[config.mk]
export PLATFORM = sky130hd
export DESIGN_NAME = rbc_reset_boot_ctrl
export DESIGN_NICKNAME = d
export VERILOG_FILES = /design/src/inc/rbc_pkg.sv /design/src/rtl/rbc_reset_boot_ctrl.sv
export SDC_FILE = /design/constraint.sdc
export NUM_CORES = 1
export LEC_CHECK = 0
export BUFFER_PORTS_ARGS = -buffer_cell sky130_fd_sc_hd__buf_2
export CORE_MARGIN = 1
export CORE_UTILIZATION = 53
export DETAILED_ROUTE_END_ITERATION = 10
export GPL_TIMING_DRIVEN = 1
export PLACE_DENSITY = 0.79
export SYNTH_ARGS = -nofsm -noshare
export SYNTH_HDL_FRONTEND = slang
export SYNTH_SLANG_ARGS = --single-unit
[constraint.sdc]
create_clock -name sys_clk -period 2.75 [get_ports sys_clk]
set_input_delay 0.1375 -clock sys_clk [delete_from_list [all_inputs] [get_ports sys_clk]]
set_output_delay 0.1375 -clock sys_clk [all_outputs]
set_load 0.005 [all_outputs]
[src/inc/rbc_pkg.sv]
package rbc_pkg;
  // register offsets (byte index on the internal register port)
  localparam logic [15:0] OFF_BANK_SEL   = 16'h0000;
  localparam logic [15:0] OFF_MASTER_CONTROL_ONE       = 16'h0001;
  localparam logic [15:0] OFF_BOOT_STAT  = 16'h0002;
  localparam logic [15:0] OFF_LATCHED    = 16'h0003;
  localparam logic [15:0] OFF_IRQ_EN     = 16'h0004;
  localparam logic [15:0] OFF_IRQ_STAT   = 16'h0005;
  localparam logic [15:0] OFF_LIVE_STAT  = 16'h0006;
  localparam logic [15:0] OFF_PIN_CTRL   = 16'h0007;
  localparam logic [15:0] OFF_PIN_SRC    = 16'h0008;
  localparam logic [15:0] OFF_SLAVE_ADDR = 16'h0009;
  // field positions in master_control_one
  localparam int MASTER_CONTROL_ONE_SOFT_BIT = 7;
  localparam int MASTER_CONTROL_ONE_HARD_BIT = 6;
  // reset values
  localparam logic       BANK_SEL_RST = 1'b0;
  localparam logic [7:0] IRQ_EN_RST   = 8'h00;
  localparam logic [3:0] PIN_CTRL_RST = 4'h0;
  localparam logic [7:0] PIN_SRC_RST  = 8'h00;
  // pin function and output source codes
  localparam logic [1:0] PIN_FN_STATUS = 2'h1;
  localparam logic [3:0] PIN_FN_LOW    = 4'h2;
  localparam logic [3:0] PIN_FN_HIGH   = 4'h3;
  localparam logic [7:0] PIN_SRC_IRQ   = 8'h1E;
  localparam logic [7:0] PIN_SRC_BOOT  = 8'h1F;
  // port select value for external memory boot / test entry
  localparam logic [1:0] PORT_SEL_NVM  = 2'h3;
  // timing
  localparam int CLK_PERIOD_NS  = 40;
  localparam int HARD_DELAY_NS  = 2000;
  localparam int HARD_DELAY_CYC = (HARD_DELAY_NS + CLK_PERIOD_NS - 1) / CLK_PERIOD_NS;
  localparam int CNT_W = 8;

  typedef struct packed {
    logic        wr;
    logic        rd;
    logic [15:0] addr;
    logic [7:0]  wdata;
  } rbc_req_t;
endpackage : rbc_pkg

[src/rtl/rbc_reset_boot_ctrl.sv]
`timescale 1ns/100ps
module rbc_reset_boot_ctrl #(
  parameter int         NSRC          = 4,
  parameter logic [7:0] RISE_MASK     = 8'h1F,
  parameter logic [7:0] FALL_MASK     = 8'h00,
  parameter logic [6:0] SLAVE_ADR_DEF = 7'h74
) (
  // clock and reset
  input  wire logic           sys_clk,
  input  wire logic           sys_rst,
  // device pins
  input  wire logic           deviceResetPinN,
  input  wire logic           testPin,
  input  wire logic [2:0]     bootConfigSelectPins,
  input  wire logic [1:0]     portSelectPins,
  output logic                gpioOut,
  output logic                gpioOe,
  output logic                directNvmMode,
  // register port from host interface
  input  rbc_pkg::rbc_req_t   regReq,
  output logic [7:0]          regRdData,
  output logic                regRdValid,
  // memory port
  output rbc_pkg::rbc_req_t   nvmReq,
  input  wire logic [7:0]     nvmRdData,
  // boot loader
  output logic                bootStart,
  output logic                bootFromNvm,
  output logic [2:0]          bootConfigSel,
  input  wire logic           bootLoadDone,
  output logic                bootCompleteFlag,
  // status sources
  input  wire logic [NSRC-1:0] statusSrc
);
  import rbc_pkg::*;

  typedef enum logic [1:0] {BT_IDLE, BT_WAIT, BT_LOAD, BT_DONE} rbc_boot_t;

  localparam int LW = NSRC + 1;

  logic              hardBit_reg, softBit_reg, afterHard_reg, testMode_reg;
  logic [1:0]        ifMode_reg;
  logic [6:0]        slaveAddr_reg;
  logic [2:0]        cfgSel_reg;
  logic              testSmp_reg;
  rbc_boot_t         boot_reg;
  logic [CNT_W-1:0]  dly_reg;
  logic              bankSel_reg;
  logic [LW-1:0]     latched_reg, prevEvt_reg;
  logic [7:0]        irqEn_reg, pinSrc_reg;
  logic [3:0]        pinCtrl_reg;
  logic [LW-1:0]     latched_next;

  ////////////////////////////////////////////////////////////////////////
  // reset scopes
  wire fullRst = sys_rst | ~deviceResetPinN;
  wire hardRst = fullRst | hardBit_reg;
  wire softRst = hardRst | softBit_reg;

  ////////////////////////////////////////////////////////////////////////
  // register decode
  function automatic logic hit(input rbc_req_t r, input logic [15:0] off,
                               input logic bank, input logic tm);
    hit = !tm && (r.addr == off) && (off == OFF_BANK_SEL || !bank);
  endfunction : hit

  wire nvmSel   = testMode_reg || (bankSel_reg && regReq.addr != OFF_BANK_SEL);
  wire rdBlock  = hardBit_reg;
  wire wrBank   = regReq.wr && hit(regReq, OFF_BANK_SEL, bankSel_reg, testMode_reg);
  wire wrMcr1   = regReq.wr && hit(regReq, OFF_MASTER_CONTROL_ONE, bankSel_reg, testMode_reg);
  wire wrLatch  = regReq.wr && hit(regReq, OFF_LATCHED, bankSel_reg, testMode_reg);
  wire wrIrqEn  = regReq.wr && hit(regReq, OFF_IRQ_EN, bankSel_reg, testMode_reg);
  wire wrPinC   = regReq.wr && hit(regReq, OFF_PIN_CTRL, bankSel_reg, testMode_reg);
  wire wrPinS   = regReq.wr && hit(regReq, OFF_PIN_SRC, bankSel_reg, testMode_reg);
  wire wrSlave  = regReq.wr && hit(regReq, OFF_SLAVE_ADDR, bankSel_reg, testMode_reg);

  ////////////////////////////////////////////////////////////////////////
  // status and interrupt summary
  wire [LW-1:0] evt    = {statusSrc, bootCompleteFlag};
  wire [LW-1:0] rise   = evt & ~prevEvt_reg;
  wire [LW-1:0] fall   = ~evt & prevEvt_reg;
  wire [LW-1:0] setv   = (rise & RISE_MASK[LW-1:0]) | (fall & FALL_MASK[LW-1:0]);
  wire [LW-1:0] clrv   = wrLatch ? regReq.wdata[LW-1:0] : '0;
  wire          irqSum = |(latched_reg & irqEn_reg[LW-1:0]);

  // set wins over a same-cycle clear so no edge is lost
  assign latched_next = (latched_reg & ~clrv) | setv;

  ////////////////////////////////////////////////////////////////////////
  // read mux; read-only fields have no write decode at all
  wire [7:0] regMux =
      (regReq.addr == OFF_BANK_SEL)   ? {7'h00, bankSel_reg} :
      (regReq.addr == OFF_MASTER_CONTROL_ONE)       ? {softBit_reg, hardBit_reg, 6'h00} :
      (regReq.addr == OFF_BOOT_STAT)  ? {1'b0, testSmp_reg, ifMode_reg, testMode_reg, cfgSel_reg} :
      (regReq.addr == OFF_LATCHED)    ? 8'(latched_reg) :
      (regReq.addr == OFF_IRQ_EN)     ? irqEn_reg :
      (regReq.addr == OFF_IRQ_STAT)   ? {7'h00, irqSum} :
      (regReq.addr == OFF_LIVE_STAT)  ? 8'(evt) :
      (regReq.addr == OFF_PIN_CTRL)   ? {4'h0, pinCtrl_reg} :
      (regReq.addr == OFF_PIN_SRC)    ? pinSrc_reg :
      (regReq.addr == OFF_SLAVE_ADDR) ? {1'b0, slaveAddr_reg} : 8'h00;
  wire [7:0] rdNext = rdBlock ? 8'h00 : (nvmSel ? nvmRdData : regMux);

  ////////////////////////////////////////////////////////////////////////
  // general-purpose pin
  wire pinSel = (pinSrc_reg == PIN_SRC_BOOT) ? bootCompleteFlag :
                (pinSrc_reg == PIN_SRC_IRQ)  ? irqSum : 1'b0;
  wire pinStat = pinCtrl_reg[3:2] == PIN_FN_STATUS;
  wire pinOutNext = pinStat ? (pinSel ^ pinCtrl_reg[0]) : (pinCtrl_reg == PIN_FN_HIGH);
  wire pinOeNext  = pinStat || pinCtrl_reg == PIN_FN_LOW || pinCtrl_reg == PIN_FN_HIGH;

  ////////////////////////////////////////////////////////////////////////
  // pin-release scope: only the reset pin or sys_rst touches these
  always_ff @(posedge sys_clk) begin
    if (fullRst) begin
      // pins are followed during reset, the value at release sticks
      ifMode_reg    <= portSelectPins;
      bootFromNvm   <= portSelectPins == PORT_SEL_NVM;
      testMode_reg  <= testPin && bootConfigSelectPins == 3'h0
                       && portSelectPins == PORT_SEL_NVM;
      hardBit_reg   <= 1'b0;
      afterHard_reg <= 1'b0;
      slaveAddr_reg <= SLAVE_ADR_DEF;
    end else begin
      if (wrMcr1) hardBit_reg <= regReq.wdata[MASTER_CONTROL_ONE_HARD_BIT];
      if (hardBit_reg) afterHard_reg <= 1'b1;
      if (wrSlave) slaveAddr_reg <= regReq.wdata[6:0];
    end
  end

  ////////////////////////////////////////////////////////////////////////
  // hard scope: config sampling, soft bit and boot controller
  always_ff @(posedge sys_clk) begin
    if (hardRst) begin
      cfgSel_reg       <= bootConfigSelectPins;
      testSmp_reg      <= testPin;
      softBit_reg      <= 1'b0;
      boot_reg         <= BT_IDLE;
      dly_reg          <= '0;
      bootStart        <= 1'b0;
      bootCompleteFlag <= 1'b0;
    end else begin
      if (wrMcr1) softBit_reg <= regReq.wdata[MASTER_CONTROL_ONE_SOFT_BIT];
      bootStart <= 1'b0;
      case (boot_reg)
        BT_IDLE: begin
          // after a hard clear the loader waits out the settle delay
          if (afterHard_reg) begin
            boot_reg <= BT_WAIT;
          end else begin
            boot_reg  <= BT_LOAD;
            bootStart <= 1'b1;
          end
        end
        BT_WAIT: begin
          dly_reg <= dly_reg + 1'b1;
          if (dly_reg == CNT_W'(HARD_DELAY_CYC - 1)) begin
            boot_reg  <= BT_LOAD;
            bootStart <= 1'b1;
          end
        end
        BT_LOAD: begin
          if (bootLoadDone) begin
            boot_reg         <= BT_DONE;
            bootCompleteFlag <= 1'b1;
          end
        end
        BT_DONE: boot_reg <= BT_DONE;
        default: boot_reg <= BT_IDLE;
      endcase
    end
  end

  ////////////////////////////////////////////////////////////////////////
  // soft scope: configuration and status
  always_ff @(posedge sys_clk) begin
    if (softRst) begin
      bankSel_reg <= BANK_SEL_RST;
      irqEn_reg   <= IRQ_EN_RST;
      pinCtrl_reg <= PIN_CTRL_RST;
      pinSrc_reg  <= PIN_SRC_RST;
      latched_reg <= '0;
      prevEvt_reg <= '0;
      gpioOut     <= 1'b0;
      gpioOe      <= 1'b0;
    end else begin
      if (wrBank)  bankSel_reg <= regReq.wdata[0];
      if (wrIrqEn) irqEn_reg   <= regReq.wdata;
      if (wrPinC)  pinCtrl_reg <= regReq.wdata[3:0];
      if (wrPinS)  pinSrc_reg  <= regReq.wdata;
      latched_reg <= latched_next;
      prevEvt_reg <= evt;
      gpioOut     <= pinOutNext;
      gpioOe      <= pinOeNext;
    end
  end

  ////////////////////////////////////////////////////////////////////////
  // host answers and memory port; always live, even in hard reset
  always_ff @(posedge sys_clk) begin
    if (sys_rst) begin
      regRdValid <= 1'b0;
      regRdData  <= 8'h00;
      nvmReq     <= '0;
    end else begin
      regRdValid   <= regReq.rd;
      regRdData    <= regReq.rd ? rdNext : 8'h00;
      nvmReq.rd    <= regReq.rd && nvmSel && !rdBlock;
      nvmReq.wr    <= regReq.wr && nvmSel;
      nvmReq.addr  <= regReq.addr;
      nvmReq.wdata <= regReq.wdata;
    end
  end

  // derived outputs, all from flops
  // boot source flop sits beside ifMode_reg; a hard clear never touches it
  assign bootConfigSel = cfgSel_reg;
  assign directNvmMode = testMode_reg;
endmodule : rbc_reset_boot_ctrl

==> results.tsv, run 1 <==
stage	metric	value	unit
floorplan	die area	0.00782	mm²
worst_setup_path	worst path bufs/invs	2	
detailed_routing	final wirelength	9920	µm
timing	unrepaired setup endpoints after global routing	false	
timing	Final Skew	10.0	ps
worst_setup_path	slowest CP cell	or4_1	
worst_setup_path	R2R Path Start	hardBit_reg	
power_and_ir_drop	Seq pwr share	0.561	
power_and_ir_drop	Worst VDD drop	0.438	mV
layout	ant diodes	0	
floorplan	Rows	31	
yosys	top_reg_cell synth	dfxtp_1	
timing	relative slew slack	0.650	
power_and_ir_drop	Comb pwr share	0.085	
floorplan	Starting Density	0.546	
detailed_routing	DR vias/cell	5.55	
placed_design	dpl cell area	0.00454	mm²
timing	Final min period	2480	ps
yosys	Synth warnings	0	
detailed_routing	post-DR wirelength/cell	15.8	µm
clocking	Root Buffer	clkbuf_8	
clocking	Worst-path clk slew	100	ps
worst_setup_path	R2R cell count	5	
min_path	worst min-delay path class	input pin to register	
yosys	Synth Register Bits	98	
yosys	post-synthesis net count	463	
global_route	GRT Resource Usage Total	0.265	
status	failing checks	design-rule violations, negative hold slack	
power_and_ir_drop	PD cells	540	mW/mm²
timing	Tcrit/Tclk final	0.902	
global_route	first-pass GRT wire length	15400	µm
power_and_ir_drop	Pleak	1.96	nW
timing	worst-margin pin slew	525	ps
global_route	largest net degree at the start of global routing	29	
power_and_ir_drop	clock network fraction of design power	0.354	
clocking	CTS tree	done	
layout	Nets	575	
power_and_ir_drop	Tot Pwr	2.67	mW
floorplan	Die Wd	88.4	µm
layout	max FFs per register	26	
global_route	vias in the first global route	3186	
yosys	Distinct cells, synth	55	
worst_setup_path	critical path depth in cells	7	
clocking	H-Tree Depth	3	
worst_setup_path	crit end category	register	
run	# Max-Cap Violations	0	
floorplan	core area	0.00725	mm²
worst_setup_path	R2R setup slack	800	ps
min_path	Min-Delay Endpoint	nvmReq[21]	
worst_setup_path	WP data required	3030	ps
floorplan	die height	88.4	µm
layout	share of layout cells above drive strength 1	0.249	
clocking	Resized cells post-CTS	0	
yosys	Mean Syn Cell Area	9.59	µm²
yosys	fraction of registers with async set/reset	0	
layout	cell area after layout	0.00493	mm²
placed_design	IO Port Bufs	91	
yosys	Netlist Area Pre-Place	0.00396	mm²
yosys	sequential-to-total area share from yosys stat	0.516	
detailed_routing	DRT Pass-1 Iters	8	
worst_setup_path	r2r endpoint	regRdData[7]	
status	status	complete, but fails checks	
clocking	Sink Count	98	
worst_setup_path	CP Data Arrival Time	2760	ps
yosys	Post-synth EDFFs	8	
placed_design	GP Congestion	0.893	
placed_design	dpl hpwl	7050	µm
min_path	Hold Startpoint	regReq[21]	
floorplan	Ports	92	
global_route	initial antenna violation count	0	
timing	TNS Setup	0	ps
clocking	clock latency on the worst-skew pair	380	ps
power_and_ir_drop	Pint	2.01	mW
yosys	Syn Inst Count	413	
detailed_routing	initial DRC count	311	
power_and_ir_drop	Net Switching	0.654	mW
worst_setup_path	critical path class	input pin to register	
global_route	GRT Residual Overflow	0	
layout	Top reg by flops	nvmReq	
timing	worst hold slack	-5.73	ps
worst_setup_path	crit-path max FO	8	
detailed_routing	vias post-DR	3494	
layout	area grow syn2layout	24.6	%
worst_setup_path	CP max stage delay	680	ps
timing	final setup vio count	0	
min_path	Hold Path Stages	2	
clocking	setup bufs post-CTS	0	
detailed_routing	post-route ant nets	0	
worst_setup_path	startpoint class of the critical path	input pin	
clocking	Max Buffers Root-to-Sink	2	
power_and_ir_drop	switching part of the total power	0.245	
worst_setup_path	Top delay family on crit path	simple AND/OR/NAND/NOR gates	
timing	fin. max-slew vios	0	
detailed_routing	drt drc	2	
timing	Final Hold Violating Endpoints	1	
layout	Final Util	0.680	
timing	Peak Freq	0.403	GHz
worst_setup_path	crit path cell chain	dlygate4sd3_1 > buf_2 > or4_1 > or4b_4 > o31ai_4 > a21oi_2 > a22o_1	
clocking	cts bufs inserted	9	
==> worst max path at each step <==
| stage | from | end | slack [ps] |
|---|---|---|---|
| 2_1_floorplan | regReq[13] | regRdData[1] | 690 |
| 3_3_place_gp | regReq[13] | regRdData[1] | 490 |
| 3_5_place_dp | regReq[13] | regRdData[2] | 440 |
| 4_1_cts | regReq[13] | regRdData[2] | 300 |
| 5_1_grt | regReq[13] | regRdData[7] | 170 |
| 6_report | regReq[13] | regRdData[2] | 270 |
==> layout by cell type (no fill, tap or decap), types with 3 or more instances in the layout <==
cell type and n:
a211oi_1 4, a21o_1 3, a21oi_1 20, a221oi_1 4, a222oi_1 4, and2_1 12
buf_2 91, buf_4 11, clkbuf_8 9, dfxtp_1 90, dlygate4sd3_1 20, edfxtp_1 8
inv_1 14, inv_6 3, mux2i_1 24, nand2_1 31, nand2b_1 7, nand3_1 7
nand4_1 6, nor2_1 50, nor2b_1 26, nor3_1 6, nor4_1 3, o211ai_1 3
o21ai_0 15, o22ai_1 4, or3_1 3, or4_1 3, xnor2_1 3, xor2_1 5
==> power groups by stage <==
stage | registers (mW) | logic, mW | clock network, mW
after CTS | 1.49 | 0.225 | 0.948
after global placement | 1.53 | 0.199 | 0
after detailed placement | 1.53 | 0.202 | 0
final | 1.50 | 0.226 | 0.944
after floorplan | 1.53 | 0.0956 | 0
after global routing | 1.50 | 0.250 | 1.02
==> logic make-up after synthesis <==
| group | Yosys count | synth area share |
|---|---|---|
| AND/OR/NAND/NOR | 175 | 0.243 |
| adder cells (fa/ha/maj) | 2 | 0.00632 |
| flip-flops | 98 | 0.516 |
| multiplexers | 25 | 0.0635 |
| buffers and inverters | 35 | 0.0351 |
| AO/OA/AOI/OAI | 70 | 0.119 |
| XOR/XNOR | 8 | 0.0177 |
==> per-layer routing <==
metal	global-route usage	up-vias	part of all wire
li1	-	1670	-
met1	0.334	1658	0.44
met2	0.436	145	0.47
met3	0.0494	21	0.062
met4	0.132	0	0.030
met5	0	-	0
==> cells in the mapped netlist (3+ instances only) <==
cell type	count	area (µm²)
inv_1	14	52.6
a21o_1	3	22.5
nand4_1	6	37.5
or3_1	3	18.8
o22ai_1	4	25.0
buf_2	6	30.0
nor2b_1	26	163
o21ai_0	15	75.1
a221oi_1	4	35.0
dfxtp_1	90	1800
xnor2_1	3	26.3
xor2_1	5	43.8
edfxtp_1	8	240
a21oi_1	20	100
a211oi_1	4	30.0
nand2b_1	7	43.8
buf_1	3	11.3
clkbuf_1	12	45.0
and2_1	12	75.1
nor3_1	6	30.0
nand2_1	31	116
nor4_1	3	18.8
nand3_1	7	35.0
mux2i_1	24	240
or4_1	3	22.5
nor2_1	50	188
o211ai_1	3	22.5
a222oi_1	4	40.0
==> through the flow <==
stage	worst slack, ps	instances	hold WS (ps)
global placement	485	593	328
floorplan	687	413	236
CTS	301	629	0.715
detailed placement	442	593	328
finish	271	629	-5.73
global route	165	629	4.13
==> what timing repair did <==
| action | 4_1_cts | 5_1_grt |
|---|---|---|
| hold buffers | 20 | 0 |
| endpoints found under the setup margin | 0 | 0 |
| endpoints found under the hold margin | 20 | 0 |
==> final cells by class <==
cell class	instances	area (µm²)
Timing Repair Buffer	122	738
Fill cell	581	2320
Multi-Input combinational cell	280	1780
Clock inverter	7	73.8
Inverter	14	52.6
Clock buffer	9	124
Sequential cell	98	2040
Tap cell	99	124
(Power assumes the default switching activity.)
==> run 2: changes to the inputs <==
- HOLD_SLACK_MARGIN: not set -> 0.08
==> results.tsv, run 2 (synthesis gave the netlist of run 1 again) <==
stage	metric	value	unit	change
status	status	complete, no violations		
worst_setup_path	R2R cell count	5		unchanged
timing	relative slew slack	0.644		-0.00545
power_and_ir_drop	clock network fraction of design power	0.350		-0.004
layout	ant diodes	0		unchanged
clocking	H-Tree Depth	3		unchanged
power_and_ir_drop	Worst VDD drop	0.445	mV	+1.5%
global_route	GRT Resource Usage Total	0.272		+0.00729
floorplan	Die Wd	88.4	µm	unchanged
min_path	worst min-delay path class	input pin to register		
power_and_ir_drop	Pint	2.03	mW	+0.92%
floorplan	core area	0.00725	mm²	unchanged
timing	TNS Setup	0	ps	unchanged
timing	Peak Freq	0.401	GHz	-0.52%
layout	Top reg by flops	nvmReq		
timing	final setup vio count	0		unchanged
worst_setup_path	crit end category	register		
timing	fin. max-slew vios	0		unchanged
placed_design	dpl hpwl	7050	µm	unchanged
clocking	clock latency on the worst-skew pair	380	ps	about the same
power_and_ir_drop	Comb pwr share	0.093		+0.008
layout	area grow syn2layout	29.6	%	
detailed_routing	final wirelength	10200	µm	+2.8%
worst_setup_path	WP data required	3030	ps	about the same
clocking	setup bufs post-CTS	0		unchanged
layout	share of layout cells above drive strength 1	0.240		-0.00906
clocking	Sink Count	98		unchanged
worst_setup_path	critical path class	input pin to register		
detailed_routing	vias post-DR	3576		+2.3%
worst_setup_path	startpoint class of the critical path	input pin		
min_path	Hold Path Stages	2		unchanged
power_and_ir_drop	Seq pwr share	0.557		-0.004
clocking	CTS tree	done		
clocking	Max Buffers Root-to-Sink	2		unchanged
power_and_ir_drop	PD cells	523	mW/mm²	-3.2%
placed_design	GP Congestion	0.893		unchanged
global_route	GRT Residual Overflow	0		unchanged
power_and_ir_drop	switching part of the total power	0.244		-0.00133
layout	max FFs per register	26		unchanged
clocking	hold_buf cts	40		+100%
timing	Final Hold Violating Endpoints	0		-1
layout	Nets	595		+3.5%
detailed_routing	DR vias/cell	5.51		-0.81%
detailed_routing	initial DRC count	246		-21%
global_route	first-pass GRT wire length	15800	µm	+3.1%
power_and_ir_drop	Pleak	2.04	nW	+4.3%
global_route	vias in the first global route	3280		+3.0%
clocking	cts bufs inserted	9		unchanged
placed_design	IO Port Bufs	91		unchanged
clocking	Resized cells post-CTS	0		unchanged
worst_setup_path	CP Data Arrival Time	2770	ps	about the same
floorplan	die height	88.4	µm	unchanged
timing	worst-margin pin slew	533	ps	+8.18 ps
floorplan	Rows	31		unchanged
floorplan	Starting Density	0.546		unchanged
floorplan	die area	0.00782	mm²	unchanged
global_route	initial antenna violation count	0		unchanged
layout	most frequent cells in the layout	buf_2, dfxtp_1, nor2_1, dlygate4sd3_1, nand2_1		
timing	unrepaired setup endpoints after global routing	false		
clocking	Worst-path clk slew	100	ps	about the same
timing	Final Skew	11.3	ps	+1.27 ps
worst_setup_path	crit-path max FO	8		unchanged
timing	Tcrit/Tclk final	0.906		+0.00473
power_and_ir_drop	Net Switching	0.656	mW	+0.20%
global_route	largest net degree at the start of global routing	29		unchanged
clocking	Root Buffer	clkbuf_8		
floorplan	Ports	92		unchanged
timing	Setup WS post-layout	258	ps	-13.0 ps
placed_design	Setup WS pre-CTS	442	ps	unchanged
detailed_routing	DRT Pass-1 Iters	5		-3
timing	Final min period	2490	ps	+13.0 ps
detailed_routing	drt drc	0		-2
detailed_routing	post-route ant nets	0		unchanged
run	# Max-Cap Violations	0		unchanged
detailed_routing	post-DR wirelength/cell	15.7	µm	-0.35%
layout	most common cell after layout, fill and taps aside	buf_2		
layout	Filler cells	559		-3.8%
[run 2: through the flow]
stage	util	instance area [µm²]	instances	total power, mW	hold slack, ps
4_1_cts	0.708	5130	649	2.69	86.1
5_1_grt	0.708	5130	649	2.79	101
6_report	0.708	5130	649	2.69	95.0
2_1_floorplan	-	3960	413	1.63	236
3_3_place_gp	0.625	4540	593	1.73	328
3_5_place_dp	0.625	4540	593	1.73	328
[run 2: area by class of cell]
class                   count  area (µm²)  share of cell area
flip-flops and latches     98        2040               0.398
multi-input cells         280        1780               0.347
well taps                  99         124              0.0241
inverters                  14        52.6              0.0102
repair buffers            142         938               0.183
clock buffers               9         124              0.0241
clock inverters             7        73.8              0.0144
[run 2: final timing paths]
| path | from | slack, ps | endpoint |
|---|---|---|---|
| max reg2reg | hardBit_reg | 800 | regRdData[7] |
| max | regReq[12] | 260 | regRdData[2] |
| min reg2reg | irqEn_reg[5] | 460 | irqEn_reg[5] |
| min | regReq[11] | 90 | nvmReq[11] |
[run 2: power by group through the flow]
stage | Sequential, mW | Combinational [mW] | Clock, mW
final | 1.50 | 0.250 | 0.940
after global routing | 1.50 | 0.274 | 1.01
after CTS | 1.49 | 0.247 | 0.948
after detailed placement | 1.53 | 0.202 | 0
after global placement | 1.53 | 0.199 | 0
after floorplan | 1.53 | 0.0956 | 0
[run 2: critical path, stage by stage]
cell and delay [ps]:
dlygate4sd3_1 540, buf_2 140, or4_1 670, or4b_4 650, o31ai_4 240, a21oi_2 140, a22o_1 250
[run 2: metal layers]
metal / vias up / GRT usage / part of all wire
met3: 23 / 0.0476 / 0.063
met4: 0 / 0.132 / 0.029
met1: 1695 / 0.341 / 0.43
met5: - / 0 / 0
li1: 1712 / - / -
met2: 146 / 0.454 / 0.47
==> run 3: changes to the inputs <==
- CELL_PAD_IN_SITES_DETAIL_PLACEMENT: not set -> 1
- CELL_PAD_IN_SITES_GLOBAL_PLACEMENT: not set -> 2
- CORE_UTILIZATION: 53 -> 32
- PLACE_DENSITY: 0.79 -> not set
- PLACE_DENSITY_LB_ADDON: not set -> 0.1
==> results.tsv, run 3 (synthesis gave the netlist of run 1 again) <==
stage	metric	value	unit	change
floorplan	Die Wd	113	µm	+28%
detailed_routing	post-route ant nets	0		unchanged
timing	worst-margin pin slew	579	ps	+45.3 ps
detailed_routing	DR vias/cell	4.85		-12%
timing	Peak Freq	0.391	GHz	-2.5%
worst_setup_path	crit-path max FO	8		unchanged
placed_design	placed cells	670		+13%
global_route	initial antenna violation count	0		unchanged
placed_design	IO Port Bufs	91		unchanged
floorplan	Starting Density	0.328		-0.218
placed_design	Setup WS pre-CTS	369	ps	-73.4 ps
min_path	worst min-delay path class	input pin to register		
timing	fin. max-slew vios	0		unchanged
global_route	GRT Resource Usage Total	0.202		-0.0701
power_and_ir_drop	Pleak	2.12	nW	+3.6%
timing	Setup WS post-layout	193	ps	-65.1 ps
placed_design	GP Congestion	0.809		-9.4%
layout	Nets	600		+0.84%
detailed_routing	DRT Pass-1 Iters	4		-1
run	# Max-Cap Violations	0		unchanged
power_and_ir_drop	PD cells	576	mW/mm²	+10%
timing	final setup vio count	0		unchanged
worst_setup_path	R2R setup slack	880	ps	+80 ps
layout	Final Util	0.445		-0.263
timing	Final Hold Violating Endpoints	0		unchanged
clocking	Worst-path clk slew	60	ps	-40 ps
layout	ant diodes	0		unchanged
layout	Top reg by flops	nvmReq		
detailed_routing	initial DRC count	185		-25%
floorplan	die height	113	µm	+28%
worst_setup_path	CP Data Arrival Time	2800	ps	+30 ps
worst_setup_path	CP max stage delay	710	ps	+40 ps
timing	Final min period	2560	ps	+65.1 ps
layout	share of layout cells above drive strength 1	0.250		+0.0105
clocking	cts bufs inserted	9		unchanged
detailed_routing	post-DR wirelength/cell	16.9	µm	+7.8%
worst_setup_path	startpoint class of the critical path	input pin		
clocking	Root Buffer	clkbuf_16		
global_route	GRT Residual Overflow	0		unchanged
clocking	CTS tree	done		
timing	unrepaired setup endpoints after global routing	false		
worst_setup_path	crit end category	register		
status	status	complete, no violations		
global_route	first-pass GRT wire length	19200	µm	+21%
detailed_routing	drt drc	0		unchanged
layout	most frequent cells in the layout	buf_2, dfxtp_1, nor2_1, dlygate4sd3_1, nand2_1		
layout	most common cell after layout, fill and taps aside	buf_2		
layout	final non-filler cell total	723		+11%
timing	relative slew slack	0.614		-0.0302
global_route	largest net degree at the start of global routing	29		unchanged
floorplan	Ports	92		unchanged
floorplan	Rows	40		+29%
placed_design	dpl hpwl	8870	µm	+26%
floorplan	die area	0.0128	mm²	+64%
timing	TNS Setup	0	ps	unchanged
floorplan	core area	0.0121	mm²	+66%
clocking	H-Tree Depth	3		unchanged
detailed_routing	final wirelength	12200	µm	+20%
timing	Tcrit/Tclk final	0.930		+0.0237
clocking	clock latency on the worst-skew pair	350	ps	-30 ps
worst_setup_path	WP data required	2990	ps	-40 ps
worst_setup_path	critical path class	input pin to register		
detailed_routing	vias post-DR	3507		-1.9%
worst_setup_path	crit path cell chain	dlygate4sd3_1 > buf_2 > or4_1 > or4b_4 > o31ai_4 > a21oi_2 > a22o_1		
power_and_ir_drop	Worst VDD drop	0.271	mV	-39%
clocking	Sink Count	98		unchanged
worst_setup_path	slowest CP cell	or4_1		
timing	Final Skew	5.98	ps	-5.31 ps
layout	area grow syn2layout	35.4	%	
clocking	Resized cells post-CTS	0		unchanged
layout	max FFs per register	26		unchanged
global_route	vias in the first global route	3465		+5.6%
clocking	Max Buffers Root-to-Sink	2		unchanged
[run 3: cell types whose count changed in the layout (fill, tap and decap cells not counted)]
cell,previous run,this run
inv_6,3,0
clkbuf_8,9,0
clkinv_2,1,2
clkinv_4,1,0
bufinv_16,1,2
clkbuf_1,0,1
dlygate4sd3_1,40,37
clkinvlp_4,0,1
clkbuf_16,0,9
buf_4,11,19
[run 3: repair_timing]
action,in CTS,in global routing
hold buffers,37,0
endpoints found under the hold margin,48,0
buffers inserted,0,0
[run 3: worst paths after layout]
| check | startpoint | to | depth (start not counted) |
|---|---|---|---|
| worst min register to register | irqEn_reg[7] | irqEn_reg[7] | 2 |
| worst max-delay path | regReq[13] | regRdData[1] | 7 |
| worst min-delay path | regReq[1] | nvmReq[1] | 3 |
| worst max register to register | hardBit_reg | regRdData[7] | 5 |
[run 3: critical path, delay by kind of cell]
family,cells,cell delay (ps)
buffers and inverters,2,660
AO/OA/AOI/OAI,3,640
AND/OR/NAND/NOR,2,1370
[run 3: per-layer routing]
metal	track usage	part of all wire	vias up
met2	0.319	0.45	82
li1	-	-	1718
met4	0.0895	0.021	0
met1	0.268	0.48	1691
met5	0	0	-
met3	0.0380	0.041	16
[run 3: power breakdown]
part | internal [mW] | switching [mW] | total, mW
registers | 1.48 | 0.0180 | 1.50
clock network | 0.791 | 0.546 | 1.34
logic | 0.124 | 0.132 | 0.256
total | 2.40 | 0.696 | 3.09
[run 3: layout make-up]
cell class | count | area [µm²]
well taps | 168 | 210
inverters | 14 | 52.6
clock buffers | 10 | 229
fillers | 1418 | 6700
clock inverters | 6 | 81.3
repair buffers | 147 | 968
multi-input cells | 280 | 1780
flip-flops and latches | 98 | 2040
[run 3: stage by stage]
step                area (µm²)  power (mW)  hold slack, ps
finish                    5360        3.09             105
global route              5360        3.22             109
CTS                       5360        3.14            91.8
detailed placement        4680        1.75             332
global placement          4680        1.75             332
floorplan                 3960        1.63             236
